===== src/hw/pcs_cfg_map.svh =====
// Offsets, field positions, reset values and fixed words of the PCS
// pin-driven configuration block.
// Assumes inclusion by bare name from design files that need the map.
`ifndef PCS_CFG_MAP_SVH
`define PCS_CFG_MAP_SVH

// Register byte offsets on the AXI4-Lite slave.
`define OFS_CTRL_VIEW     4'h0
`define OFS_ADVERT_WORD   4'h4
`define OFS_MODE_CFG      4'h8
`define OFS_STATUS        4'hC

// Control setting bus bit positions.
`define CTL_UNIDIR        0
`define CTL_LOOPBACK      1
`define CTL_POWER_DOWN    2
`define CTL_ISOLATE       3
`define CTL_AUTONEG_EN    4

// Advertisement word field positions.
`define ADV_SGMII_ONE     0
`define ADV_FULL_DUPLEX   5
`define ADV_PAUSE_HI      8
`define ADV_PAUSE_LO      7
`define ADV_SPEED_HI      11
`define ADV_SPEED_LO      10
`define ADV_RFAULT_HI     13
`define ADV_RFAULT_LO     12
`define ADV_SGMII_DUPLEX  12
`define ADV_ACK           14
`define ADV_LINK_UP       15

// Fixed advertisement word in SGMII MAC mode.
`define ADV_MAC_FIXED     16'h4001

// Reset value of the mode register: 1000BASE-X, MAC side, transceiver.
`define MODE_CFG_RESET    3'h0

// AXI response codes.
`define AXI_RESP_OKAY     2'h0
`define AXI_RESP_SLVERR   2'h2

`endif


===== src/hw/pcs_cfg_pkg.sv =====
// Types shared by the PCS pin-driven configuration block.
// Assumes the constants live in pcs_cfg_map.svh.
package pcs_cfg_pkg;

  // Control setting bus, one bit per control function.
  typedef struct packed {
    logic autoneg_en;
    logic isolate;
    logic power_down;
    logic loopback;
    logic unidir;
  } ctrl_bits_s;

  // Software mode register contents.
  typedef struct packed {
    logic tbi;
    logic phy_side;
    logic sgmii;
  } mode_cfg_s;

  // Advertisement word type.
  typedef logic [15:0] adv_word_t;

  // Operating standard derived from the mode register.
  typedef enum logic [1:0] {
    MODE_BASEX,
    MODE_SGMII_PHY,
    MODE_SGMII_MAC
  } op_mode_e;

  // Write and read channel states of the bus slave.
  typedef enum logic {
    WR_COLLECT,
    WR_RESPOND
  } wr_state_e;

  typedef enum logic {
    RD_IDLE,
    RD_RESPOND
  } rd_state_e;

endpackage


===== src/hw/pcs_pin_config_vectors.sv =====
// Pin-driven configuration of the PCS control and advertisement words,
// with an AXI4-Lite slave for mode selection and observation.
// Assumes both setting buses come from logic on aclk, so they are used
// without synchroniser stages.
//
// The implementer's own choices: the AXI4-Lite interface to the registers and the address map.
`include "pcs_cfg_map.svh"

module pcs_pin_config_vectors #(
  parameter bit AUTONEG_PRESENT = 1'b1
) (
  // Clock and synchronous active-low reset.
  input  wire logic        aclk,
  input  wire logic        aresetn,
  // Setting buses from user logic on aclk.
  input  wire logic [4:0]  control_setting_bus,
  input  wire logic [15:0] advert_setting_bus,
  // Applied control functions towards the PCS and transceiver.
  output logic             unidir_tx_en,
  output logic             internal_loopback,
  output logic             ewrap_request,
  output logic             transceiver_powerdown,
  output logic             gmii_isolate,
  output logic             autoneg_enable,
  // Applied advertisement word towards the autonegotiation function.
  output logic [15:0]      advert_word,
  // AXI4-Lite write address channel.
  input  wire logic [31:0] s_axi_awaddr,
  input  wire logic        s_axi_awvalid,
  output logic             s_axi_awready,
  // AXI4-Lite write data channel.
  input  wire logic [31:0] s_axi_wdata,
  input  wire logic [3:0]  s_axi_wstrb,
  input  wire logic        s_axi_wvalid,
  output logic             s_axi_wready,
  // AXI4-Lite write response channel.
  output logic [1:0]       s_axi_bresp,
  output logic             s_axi_bvalid,
  input  wire logic        s_axi_bready,
  // AXI4-Lite read address channel.
  input  wire logic [31:0] s_axi_araddr,
  input  wire logic        s_axi_arvalid,
  output logic             s_axi_arready,
  // AXI4-Lite read data channel.
  output logic [31:0]      s_axi_rdata,
  output logic [1:0]       s_axi_rresp,
  output logic             s_axi_rvalid,
  input  wire logic        s_axi_rready
);

  // Applied control functions, each a flip-flop feeding its port.
  logic                   unidir_reg;
  logic                   loopback_reg;
  logic                   ewrap_reg;
  logic                   powerdown_reg;
  logic                   isolate_reg;
  logic                   autoneg_reg;
  // Last sampled control bus, kept for software observation.
  pcs_cfg_pkg::ctrl_bits_s ctrl_view_reg;
  // Applied advertisement word and its next value.
  pcs_cfg_pkg::adv_word_t advert_word_reg;
  pcs_cfg_pkg::adv_word_t advert_word_next;
  // Mode register written by software.
  pcs_cfg_pkg::mode_cfg_s mode_cfg_reg;
  // Operating standard decoded from the mode register.
  pcs_cfg_pkg::op_mode_e  op_mode;
  // Control bus viewed as its struct.
  pcs_cfg_pkg::ctrl_bits_s ctrl_in;

  // Write channel state and captured address and data.
  pcs_cfg_pkg::wr_state_e wr_state_reg;
  logic                   aw_held_reg;
  logic                   w_held_reg;
  logic [31:0]            awaddr_reg;
  logic [31:0]            wdata_reg;
  logic [3:0]             wstrb_reg;
  logic                   awready_reg;
  logic                   wready_reg;
  logic                   bvalid_reg;
  logic [1:0]             bresp_reg;
  logic                   do_write;
  logic                   write_hits_mode;
  logic                   write_hits_any;

  // Read channel state and answer.
  pcs_cfg_pkg::rd_state_e rd_state_reg;
  logic                   arready_reg;
  logic                   rvalid_reg;
  logic [31:0]            rdata_reg;
  logic [1:0]             rresp_reg;

  // Returns one when the address names a mapped register. Upper address
  // bits must be zero, so aliases never answer.
  function automatic logic addr_mapped(input logic [31:0] addr);
    logic [3:0] low;
    low = addr[3:0];
    if (addr[31:4] != 28'h0000000) begin
      addr_mapped = 1'b0;
    end else if (low == `OFS_CTRL_VIEW) begin
      addr_mapped = 1'b1;
    end else if (low == `OFS_ADVERT_WORD) begin
      addr_mapped = 1'b1;
    end else if (low == `OFS_MODE_CFG) begin
      addr_mapped = 1'b1;
    end else if (low == `OFS_STATUS) begin
      addr_mapped = 1'b1;
    end else begin
      addr_mapped = 1'b0;
    end
  endfunction

  // Builds the advertisement word for the current standard. Reserved
  // positions never look at the bus and read as zero.
  function automatic pcs_cfg_pkg::adv_word_t build_advert(
    input pcs_cfg_pkg::op_mode_e   mode,
    input pcs_cfg_pkg::adv_word_t  bus
  );
    pcs_cfg_pkg::adv_word_t w;
    w = 16'h0000;
    case (mode)
      pcs_cfg_pkg::MODE_SGMII_MAC: begin
        // The bus has no effect in MAC mode.
        w = `ADV_MAC_FIXED;
      end
      pcs_cfg_pkg::MODE_SGMII_PHY: begin
        w[`ADV_SGMII_ONE] = 1'b1;
        // Speed code passes as given, including the reserved code.
        w[`ADV_SPEED_HI:`ADV_SPEED_LO] =
          bus[`ADV_SPEED_HI:`ADV_SPEED_LO];
        // Bit 13 stays zero; bit 12 carries duplex.
        w[`ADV_SGMII_DUPLEX] = bus[`ADV_SGMII_DUPLEX];
        w[`ADV_ACK] = bus[`ADV_ACK];
        w[`ADV_LINK_UP] = bus[`ADV_LINK_UP];
      end
      default: begin
        // BASE-X: bit 0 and bits 14 and 15 stay reserved zero.
        w[`ADV_FULL_DUPLEX] = bus[`ADV_FULL_DUPLEX];
        w[`ADV_PAUSE_HI:`ADV_PAUSE_LO] =
          bus[`ADV_PAUSE_HI:`ADV_PAUSE_LO];
        w[`ADV_RFAULT_HI:`ADV_RFAULT_LO] =
          bus[`ADV_RFAULT_HI:`ADV_RFAULT_LO];
      end
    endcase
    build_advert = w;
  endfunction

  // Reads a register word; unmapped offsets return zero.
  function automatic logic [31:0] read_word(input logic [3:0] low);
    logic [31:0] d;
    d = 32'h00000000;
    if (low == `OFS_CTRL_VIEW) begin
      d[4:0] = ctrl_view_reg;
    end else if (low == `OFS_ADVERT_WORD) begin
      d[15:0] = advert_word_reg;
    end else if (low == `OFS_MODE_CFG) begin
      d[2:0] = mode_cfg_reg;
    end else if (low == `OFS_STATUS) begin
      d[0] = powerdown_reg;
      d[1] = loopback_reg;
      d[2] = ewrap_reg;
      d[3] = isolate_reg;
      d[4] = autoneg_reg;
      d[5] = unidir_reg;
      d[7:6] = op_mode;
    end else begin
      d = 32'h00000000;
    end
    read_word = d;
  endfunction

  // The buses come from logic on aclk, so they are taken as they are.
  assign ctrl_in = control_setting_bus;

  // Decode the standard. The PHY-side bit only matters under SGMII.
  always_comb begin
    if (!mode_cfg_reg.sgmii) begin
      op_mode = pcs_cfg_pkg::MODE_BASEX;
    end else if (mode_cfg_reg.phy_side) begin
      op_mode = pcs_cfg_pkg::MODE_SGMII_PHY;
    end else begin
      op_mode = pcs_cfg_pkg::MODE_SGMII_MAC;
    end
  end

  // Next advertisement word from the bus and the current standard.
  always_comb begin
    advert_word_next = build_advert(op_mode, advert_setting_bus);
  end

  // Apply the control bus every cycle; no management path is involved.
  always_ff @(posedge aclk) begin
    if (!aresetn) begin
      unidir_reg    <= 1'b0;
      isolate_reg   <= 1'b0;
      autoneg_reg   <= 1'b0;
      ctrl_view_reg <= '0;
    end else begin
      ctrl_view_reg <= ctrl_in;
      // Transmit regardless of the receive path when set.
      unidir_reg    <= ctrl_in.unidir;
      // Isolation of the client interface follows the bit directly.
      isolate_reg   <= ctrl_in.isolate;
      // Without the function the enable is forced off.
      autoneg_reg   <= ctrl_in.autoneg_en & AUTONEG_PRESENT;
    end
  end

  // Loopback is steered by the attachment: internal with a transceiver,
  // or a wrap request to an external PMA in ten-bit mode.
  always_ff @(posedge aclk) begin
    if (!aresetn) begin
      loopback_reg <= 1'b0;
      ewrap_reg    <= 1'b0;
    end else if (mode_cfg_reg.tbi) begin
      loopback_reg <= 1'b0;
      ewrap_reg    <= ctrl_in.loopback;
    end else begin
      loopback_reg <= ctrl_in.loopback;
      ewrap_reg    <= 1'b0;
    end
  end

  // Power-down is sticky: once entered, only reset brings the
  // transceiver back, so dropping the bit alone does nothing. In ten-bit
  // mode the bit is ignored.
  always_ff @(posedge aclk) begin
    if (!aresetn) begin
      powerdown_reg <= 1'b0;
    end else if (ctrl_in.power_down && !mode_cfg_reg.tbi) begin
      powerdown_reg <= 1'b1;
    end
  end

  // Register the advertisement word so the port comes from a flop.
  always_ff @(posedge aclk) begin
    if (!aresetn) begin
      advert_word_reg <= 16'h0000;
    end else begin
      advert_word_reg <= advert_word_next;
    end
  end

  // A write proceeds once both address and data have been captured.
  always_comb begin
    do_write        = (wr_state_reg == pcs_cfg_pkg::WR_COLLECT) &&
                      aw_held_reg && w_held_reg;
    write_hits_any  = addr_mapped(awaddr_reg);
    write_hits_mode = write_hits_any &&
                      (awaddr_reg[3:0] == `OFS_MODE_CFG);
  end

  // Write channel: address and data are taken in either order, then
  // one response is given. Read-only registers accept and drop writes.
  always_ff @(posedge aclk) begin
    if (!aresetn) begin
      wr_state_reg <= pcs_cfg_pkg::WR_COLLECT;
      aw_held_reg  <= 1'b0;
      w_held_reg   <= 1'b0;
      awaddr_reg   <= 32'h00000000;
      wdata_reg    <= 32'h00000000;
      wstrb_reg    <= 4'h0;
      awready_reg  <= 1'b0;
      wready_reg   <= 1'b0;
      bvalid_reg   <= 1'b0;
      bresp_reg    <= `AXI_RESP_OKAY;
    end else begin
      case (wr_state_reg)
        pcs_cfg_pkg::WR_COLLECT: begin
          if (do_write) begin
            // Both halves present: answer and stop taking more.
            aw_held_reg  <= 1'b0;
            w_held_reg   <= 1'b0;
            bvalid_reg   <= 1'b1;
            bresp_reg    <= write_hits_any ? `AXI_RESP_OKAY
                                           : `AXI_RESP_SLVERR;
            wr_state_reg <= pcs_cfg_pkg::WR_RESPOND;
          end else begin
            // Capture each half once, then hold its ready low.
            if (s_axi_awvalid && awready_reg) begin
              aw_held_reg <= 1'b1;
              awaddr_reg  <= s_axi_awaddr;
              awready_reg <= 1'b0;
            end else begin
              awready_reg <= !aw_held_reg;
            end
            if (s_axi_wvalid && wready_reg) begin
              w_held_reg <= 1'b1;
              wdata_reg  <= s_axi_wdata;
              wstrb_reg  <= s_axi_wstrb;
              wready_reg <= 1'b0;
            end else begin
              wready_reg <= !w_held_reg;
            end
          end
        end
        pcs_cfg_pkg::WR_RESPOND: begin
          // Readies reopen only after the response has been taken.
          if (s_axi_bready) begin
            bvalid_reg   <= 1'b0;
            awready_reg  <= 1'b1;
            wready_reg   <= 1'b1;
            wr_state_reg <= pcs_cfg_pkg::WR_COLLECT;
          end
        end
        default: begin
          wr_state_reg <= pcs_cfg_pkg::WR_COLLECT;
        end
      endcase
    end
  end

  // Mode register: only the low byte lane carries fields.
  always_ff @(posedge aclk) begin
    if (!aresetn) begin
      mode_cfg_reg <= `MODE_CFG_RESET;
    end else if (do_write && write_hits_mode && wstrb_reg[0]) begin
      mode_cfg_reg <= wdata_reg[2:0];
    end
  end

  // Read channel: one outstanding read, answered the cycle after the
  // address is taken. Unmapped reads return zero with a slave error.
  always_ff @(posedge aclk) begin
    if (!aresetn) begin
      rd_state_reg <= pcs_cfg_pkg::RD_IDLE;
      arready_reg  <= 1'b0;
      rvalid_reg   <= 1'b0;
      rdata_reg    <= 32'h00000000;
      rresp_reg    <= `AXI_RESP_OKAY;
    end else begin
      case (rd_state_reg)
        pcs_cfg_pkg::RD_IDLE: begin
          if (s_axi_arvalid && arready_reg) begin
            arready_reg  <= 1'b0;
            rvalid_reg   <= 1'b1;
            rdata_reg    <= addr_mapped(s_axi_araddr) ?
                            read_word(s_axi_araddr[3:0]) : 32'h00000000;
            rresp_reg    <= addr_mapped(s_axi_araddr) ? `AXI_RESP_OKAY
                                                      : `AXI_RESP_SLVERR;
            rd_state_reg <= pcs_cfg_pkg::RD_RESPOND;
          end else begin
            arready_reg <= 1'b1;
          end
        end
        pcs_cfg_pkg::RD_RESPOND: begin
          if (s_axi_rready) begin
            rvalid_reg   <= 1'b0;
            arready_reg  <= 1'b1;
            rd_state_reg <= pcs_cfg_pkg::RD_IDLE;
          end
        end
        default: begin
          rd_state_reg <= pcs_cfg_pkg::RD_IDLE;
        end
      endcase
    end
  end

  // Ports are wired straight from their flip-flops.
  assign unidir_tx_en          = unidir_reg;
  assign internal_loopback     = loopback_reg;
  assign ewrap_request         = ewrap_reg;
  assign transceiver_powerdown = powerdown_reg;
  assign gmii_isolate          = isolate_reg;
  assign autoneg_enable        = autoneg_reg;
  assign advert_word           = advert_word_reg;
  assign s_axi_awready         = awready_reg;
  assign s_axi_wready          = wready_reg;
  assign s_axi_bresp           = bresp_reg;
  assign s_axi_bvalid          = bvalid_reg;
  assign s_axi_arready         = arready_reg;
  assign s_axi_rdata           = rdata_reg;
  assign s_axi_rresp           = rresp_reg;
  assign s_axi_rvalid          = rvalid_reg;

endmodule


===== config.mk =====
export PLATFORM = sky130hd
export DESIGN_NAME = pcs_pin_config_vectors
export DESIGN_NICKNAME = d
export VERILOG_FILES = /design/src/hw/pcs_cfg_pkg.sv /design/src/hw/pcs_pin_config_vectors.sv
export VERILOG_INCLUDE_DIRS = /design/src /design/src/hw
export SDC_FILE = /design/constraint.sdc
export NUM_CORES = 1
export LEC_CHECK = 0
export BUFFER_PORTS_ARGS = -buffer_cell sky130_fd_sc_hd__buf_2
export CAP_MARGIN = 20
export CORE_MARGIN = 1.5
export CORE_UTILIZATION = 40
export CTS_BUF_LIST = sky130_fd_sc_hd__clkbuf_4
export DETAILED_ROUTE_END_ITERATION = 16
export GPL_TIMING_DRIVEN = 0
export PLACE_DENSITY_LB_ADDON = 0.2
export SYNTH_ARGS = -nofsm -noshare
export SYNTH_HDL_FRONTEND = slang
export SYNTH_SLANG_ARGS = --single-unit

===== constraint.sdc =====
create_clock -name aclk -period 1.9 [get_ports aclk]
set_input_delay 0.19 -clock aclk [delete_from_list [all_inputs] [get_ports aclk]]
set_output_delay 0.19 -clock aclk [all_outputs]
set_load 0.05 [all_outputs]

# Word-level counts from Yosys, hierarchy flattened
# Index checks and enable logic that the tools add are counted.
# word_totals
latchBits	0
out_inout_bits	63
memories	0
ff_bits	108
input_bits	128
ram_bits	0
rom_bits	0
# classes
n_reduce_logical	33
add_sub_neg	0
shifts	0
multipliers	0
n_lt_le_gt_ge	0
div	0
eq_ne	13
bitwise_logic	4
mux	52
# ops
cell	count
$reduce_bool A28 Y1	2
$mux W1	33
$mux W32	1
$mux W27	1
$reduce_and A2 Y1	9
$eq A4 B4 Y1 const B	4
$mux W16	1
$pmux W1 S2	7
$mux W5	2
$ne A2 B2 Y1 const B	5
$logic_and A1 B1 Y1	9
$eq A4 B3 Y1 const B	2
$logic_not A4 Y1	2
$mux W2	4
$mux W8	1
$reduce_and A3 Y1	2
$reduce_or A2 Y1	3
$not A1 Y1	4
$pmux W2 S2	1
$reduce_bool A2 Y1	2
$logic_not A1 Y1	3
$mux W3	1
$reduce_or A3 Y1	1
$eq A2 B1 Y1 const B	1
$eq A2 B2 Y1 const B	1

# Logic depth before layout (Yosys ltp)
# logic_depth
depth_word	10
ltp_mapped	7
ltp_nobuf	4

# Least setup slack after synthesis
# No wires, ideal clock.
# synth_path
path_kind	register -> register
start	reg arready_reg, in the netlist s_axi_arready
end	reg rresp_reg[1], in the netlist s_axi_rresp[1]
setup_time_ns	0.116
t_required_ns	1.784
t_arrival_ns	1.737
path_slack_ns	0.047
stages_incl_launch_ff	8
n_path_buf	3
path_cell_list	dfxtp_1 > and3b_1 > buf_4 > nand3_1 > or3_1 > buf_6 > buf_12 > o211a_1
# synth_via
elab_chain_len	2
# synth_rtl
item	line_no	text
start, declared	pcs_pin_config_vectors.sv:87	logic arready_reg;
start signal, assigned	pcs_pin_config_vectors.sv:326	arready_reg <= 1'b0;
start signal, assigned	pcs_pin_config_vectors.sv:334	arready_reg <= 1'b0;
start signal, assigned	pcs_pin_config_vectors.sv:342	arready_reg <= 1'b1;
$logic_and A1 B1 Y1	pcs_pin_config_vectors.sv:333	if (s_axi_arvalid && arready_reg) begin
$reduce_and A2 Y1 (no line)	n/a	
end signal, assigned	pcs_pin_config_vectors.sv:329	rresp_reg <= `AXI_RESP_OKAY;
end signal, assigned	pcs_pin_config_vectors.sv:338	rresp_reg <= addr_mapped(s_axi_araddr) ? `AXI_RESP_OKAY
end, declared	pcs_pin_config_vectors.sv:90	logic [1:0] rresp_reg;
# No other way between the ends.
# A chain may end at the register's enable or synchronous reset.

# Final worst setup path
# layout_path
start	reg awaddr_reg[9]
end	reg mode_cfg_reg[0] (netlist bit)
# layout_via
elab_chain_len	5
# layout_rtl
item	line_no	text
start, declared	pcs_pin_config_vectors.sv:74	logic [31:0] awaddr_reg;
start signal, assigned	pcs_pin_config_vectors.sv:281	awaddr_reg <= s_axi_awaddr;
$reduce_bool A28 Y1	pcs_pin_config_vectors.sv:97	if (addr[31:4] != 28'h0000000) begin
$mux W1	pcs_pin_config_vectors.sv:97	
$logic_and A1 B1 Y1	pcs_pin_config_vectors.sv:248	write_hits_mode = write_hits_any &&
$logic_and A1 B1 Y1 (2 in a row)	pcs_pin_config_vectors.sv:316	end else if (do_write && write_hits_mode && wstrb_reg[0]) begin
end signal, assigned	pcs_pin_config_vectors.sv:315	mode_cfg_reg <= `MODE_CFG_RESET;
end signal, assigned	pcs_pin_config_vectors.sv:317	mode_cfg_reg <= wdata_reg[2:0];
end, declared	pcs_pin_config_vectors.sv:64	pcs_cfg_pkg::mode_cfg_s mode_cfg_reg;
# No other way between the ends.

==> metrics.md <==
| Metric | Value |
|---|---|
| R2r setup slk | about 210 ps |
| Setup violations, final | 0 |
| Startpoint types | register |
| Maximum buffer depth of the clock tree | 2 |
| Peak VDD IR | slightly below 0.4 mV |
| Diode count | 0 |
| CP top delay family | simple AND/OR/NAND/NOR gates |
| Main synth FF type | dfxtp_1 |
| GRT Residual Overflow | 0 |
| CTS tree | built |
| Ys async rst share | 0% |
| Data required, critical path | approximately 2200 ps |
| Syn. warnings | 0 |
| GRT Total Usage | about 18% |
| WL/cell | between 10 and 15 um |
| Antenna-violating nets left | 0 |
| Chip height | 96.54 um |
| Buffers added on ports | between 100 and 150 |
| Post-synth cell types | 38 |
| Mux share of post-synthesis cell area | under 10% |
| CP Max Fanout | 3 |
| Worst-skew pair later-pin latency | 410 ps |
| Initial Utilization | between 40% and 50% |
| Combinational family with the most area after synthesis | simple AND/OR/NAND/NOR gates |
| Top Ports | ~190 |
| Final Cycle Share | 89.05% |
| CTS root buffer | clkbuf_4 |
| CTS H-Tree Depth | 3 |
| Worst Tran Pin Value | 510.3 ps |
| Routed wl met3 | approximately 440 um |
| Setup TNS | 0 ps |
| Crit-path max cell delay | slightly above 400 ps |
| RSZ-0062 raised after global routing | false |
| Inserted Clock Buffers | 9 |
| Nets | 707 |
| Hold Vio Cnt, Final | 0 |
| Core box area | between 8000 and 9000 sq um |
| Via count of the routed design | 3152 |
| Placer Congestion | about 0.84 |
| HPWL Detailed | roughly 6.3 mm |
| Sum of buffers and inverters on the critical path | 0 |
| Highest metal used | met4 |
| Metal-1 WL | roughly 3.8 mm |
| Fmax | between 500 and 600 MHz |
| DR DRC count | 0 |
| Crit Path Class | register to register |
| Final wirelength | 8.433 mm |
| First-pass GRT wire length | about 13 mm |
| Worst Hold Class | input port to register |
| Vias in the first global route | slightly below 3000 |
| Slew margin rel. | between 60% and 70% |
| Die Wd | 96.54 um |
| Cell Chain, Critical Path | nor4_1 -> nand4_1 -> nor4_4 -> mux2i_1 |
| Final slew viol count | 0 |
| Xor/xnor share of the synthesized area | 0% |
| Max reg flops | 32 |
| Status | finished, final reports clean |
| Synth-to-Final Area Change | 36.29% |
| Drt pass-1 iters | 4 |
| Mapped Cells | 390 |
| Share of layout cells above drive strength 1 | 33.22% |
| Setup bufs post-CTS | 0 |
| Endpoint class of the critical path | register |
| Netlist Area Pre-Place | 3500 sq um |
| Slowest-stage cell, CP | nor4_1 |
| Sequential area share after synthesis | a little under half |
| WL met2 | between 4 and 5 mm |
| Num Clock Sinks | a little over 80 |
| Initial antenna violation count | 0 |
| Compound-gate portion of the synthesized area | between 10% and 20% |
| Post-Synth Adder-Cell Area | 0% |
| Setup Skew | between 20 and 25 ps |
| Clock transition at the registers of the reported paths | 140 ps |
| EDFF count, synth | 0 |
| Crit path DAT | slightly above 2000 ps |
| Power Density | between 700 and 800 nW/um^2 |
| DR vias/cell | 4.575 |
| Max Cap Viol | 0 |
| Die footprint | ~9300 sq um |
| Largest net degree at the start of global routing | 16 |
| Worst hold slack | about 21 ps |
| Mean post-synth cell area | 8.973 sq um |
| Pleak | between 0.002 and 0.0025 uW |
| Final Critical Period | roughly 1700 ps |
| Simple-Gate Fraction of Synth Area | between 20% and 30% |
| Row cnt | 33 |
| Post-synthesis register bit count | between 80 and 90 |
| DRT iter0 DRCs | 88 |
metal layers:
layer	vias up	track usage, %
li1	1641	-
met1	1413	23.34
met2	86	30.36
met3	12	3.208
met4	0	6.884
met5	-	0
stage by stage:
step	area (sq um)	util, %	std cells	worst slack (ps)	power (uW)
floorplan	3590	-	414	47.10	2349
global placement	4342	52.06	643	212.2	2530
detailed placement	4342	52.06	643	194.7	2538
CTS	4711	56.48	684	151.0	3471
global route	4770	57.19	689	7.726	3633
finish	4770	57.19	689	208.1	3454
worst register-to-register path, delay by kind of cell (launching register included):
family	cells	cell delay, ps
simple gates	3	1060
mux	1	230
flops	1	340
report_power, final:
group          switching [uW]  total (uW)  leakage (uW)  internal [uW]
sequential               49.1        1870      0.000677           1820
clock                     625         901     0.0000627            276
combinational             415         686       0.00142            271
area by class of cell:
class	instances	area, sq um
Buffer	47	302.8
Clock buffer	9	67.56
Clock inverter	7	51.30
Fill cell	811	3571
Inverter	3	11.26
Multi-Input combinational cell	281	1623
Sequential cell	83	1662
Tap cell	105	131.4
Timing Repair Buffer	154	920.9
layout by cell type, fill, tap and decap left out, types with 6 or more instances in the layout:
master and instances:
dlygate4sd3_1 30, buf_4 26, nor2_1 8, a21boi_0 28, buf_2 128, nor4_1 10
dfxtp_1 83, mux2i_1 7, clkbuf_1 15, nand2_1 97, and2_1 10, nor2b_1 15
conb_1 25, o21ai_0 7, nand3_1 13, o21ai_2 6, clkbuf_4 9
kinds of logic (layout without fill, tap and decap cells):
family / Yosys count / in the layout
other: 1 / 25
buffers and inverters: 50 / 220
DFF: 83 / 83
and+or+nand+nor: 177 / 177
muxes: 13 / 13
AOI/OAI and AO/OA: 66 / 66
synthesized netlist by cell type, types with 3 or more instances:
library cell	instances	share of area, %
nand2_1	97	10
dfxtp_1	83	47
a21boi_0	28	6.0
buf_4	26	5.6
clkbuf_1	15	1.6
nor2b_1	15	2.7
nand3_1	13	1.9
and2_1	10	1.8
nor4_1	10	1.8
nor2_1	8	0.86
mux2i_1	7	2.0
o21ai_0	7	1.0
o21ai_2	6	1.5
a21boi_1	5	1.1
a21oi_1	5	0.71
mux2_2	5	1.6
nor4_2	5	1.8
o21a_1	5	1.1
and3_1	4	0.71
buf_2	4	0.57
inv_1	3	0.32
nand2b_1	3	0.54
nand4_1	3	0.54
nor3b_1	3	0.64
o22ai_2	3	1.1
repair_timing:
item / 4_1_cts / 5_1_grt
hold buffers: 25 / 5
resized for setup: 0 / 1
hold endpoints to repair: 25 / 5
endpoints found under the setup margin: 0 / 1
path summary, 6_finish.rpt:
path / cells after the start / start / endpoint
max reg2reg: 4 / awaddr_reg[9] / mode_cfg_reg[0]
min: 3 / s_axi_awaddr[17] / awaddr_reg[17]
min reg2reg: 2 / s_axi_rdata[13] / s_axi_rdata[13]
max: 4 / awaddr_reg[9] / mode_cfg_reg[0]
Power figures use the tool's default switching activity.
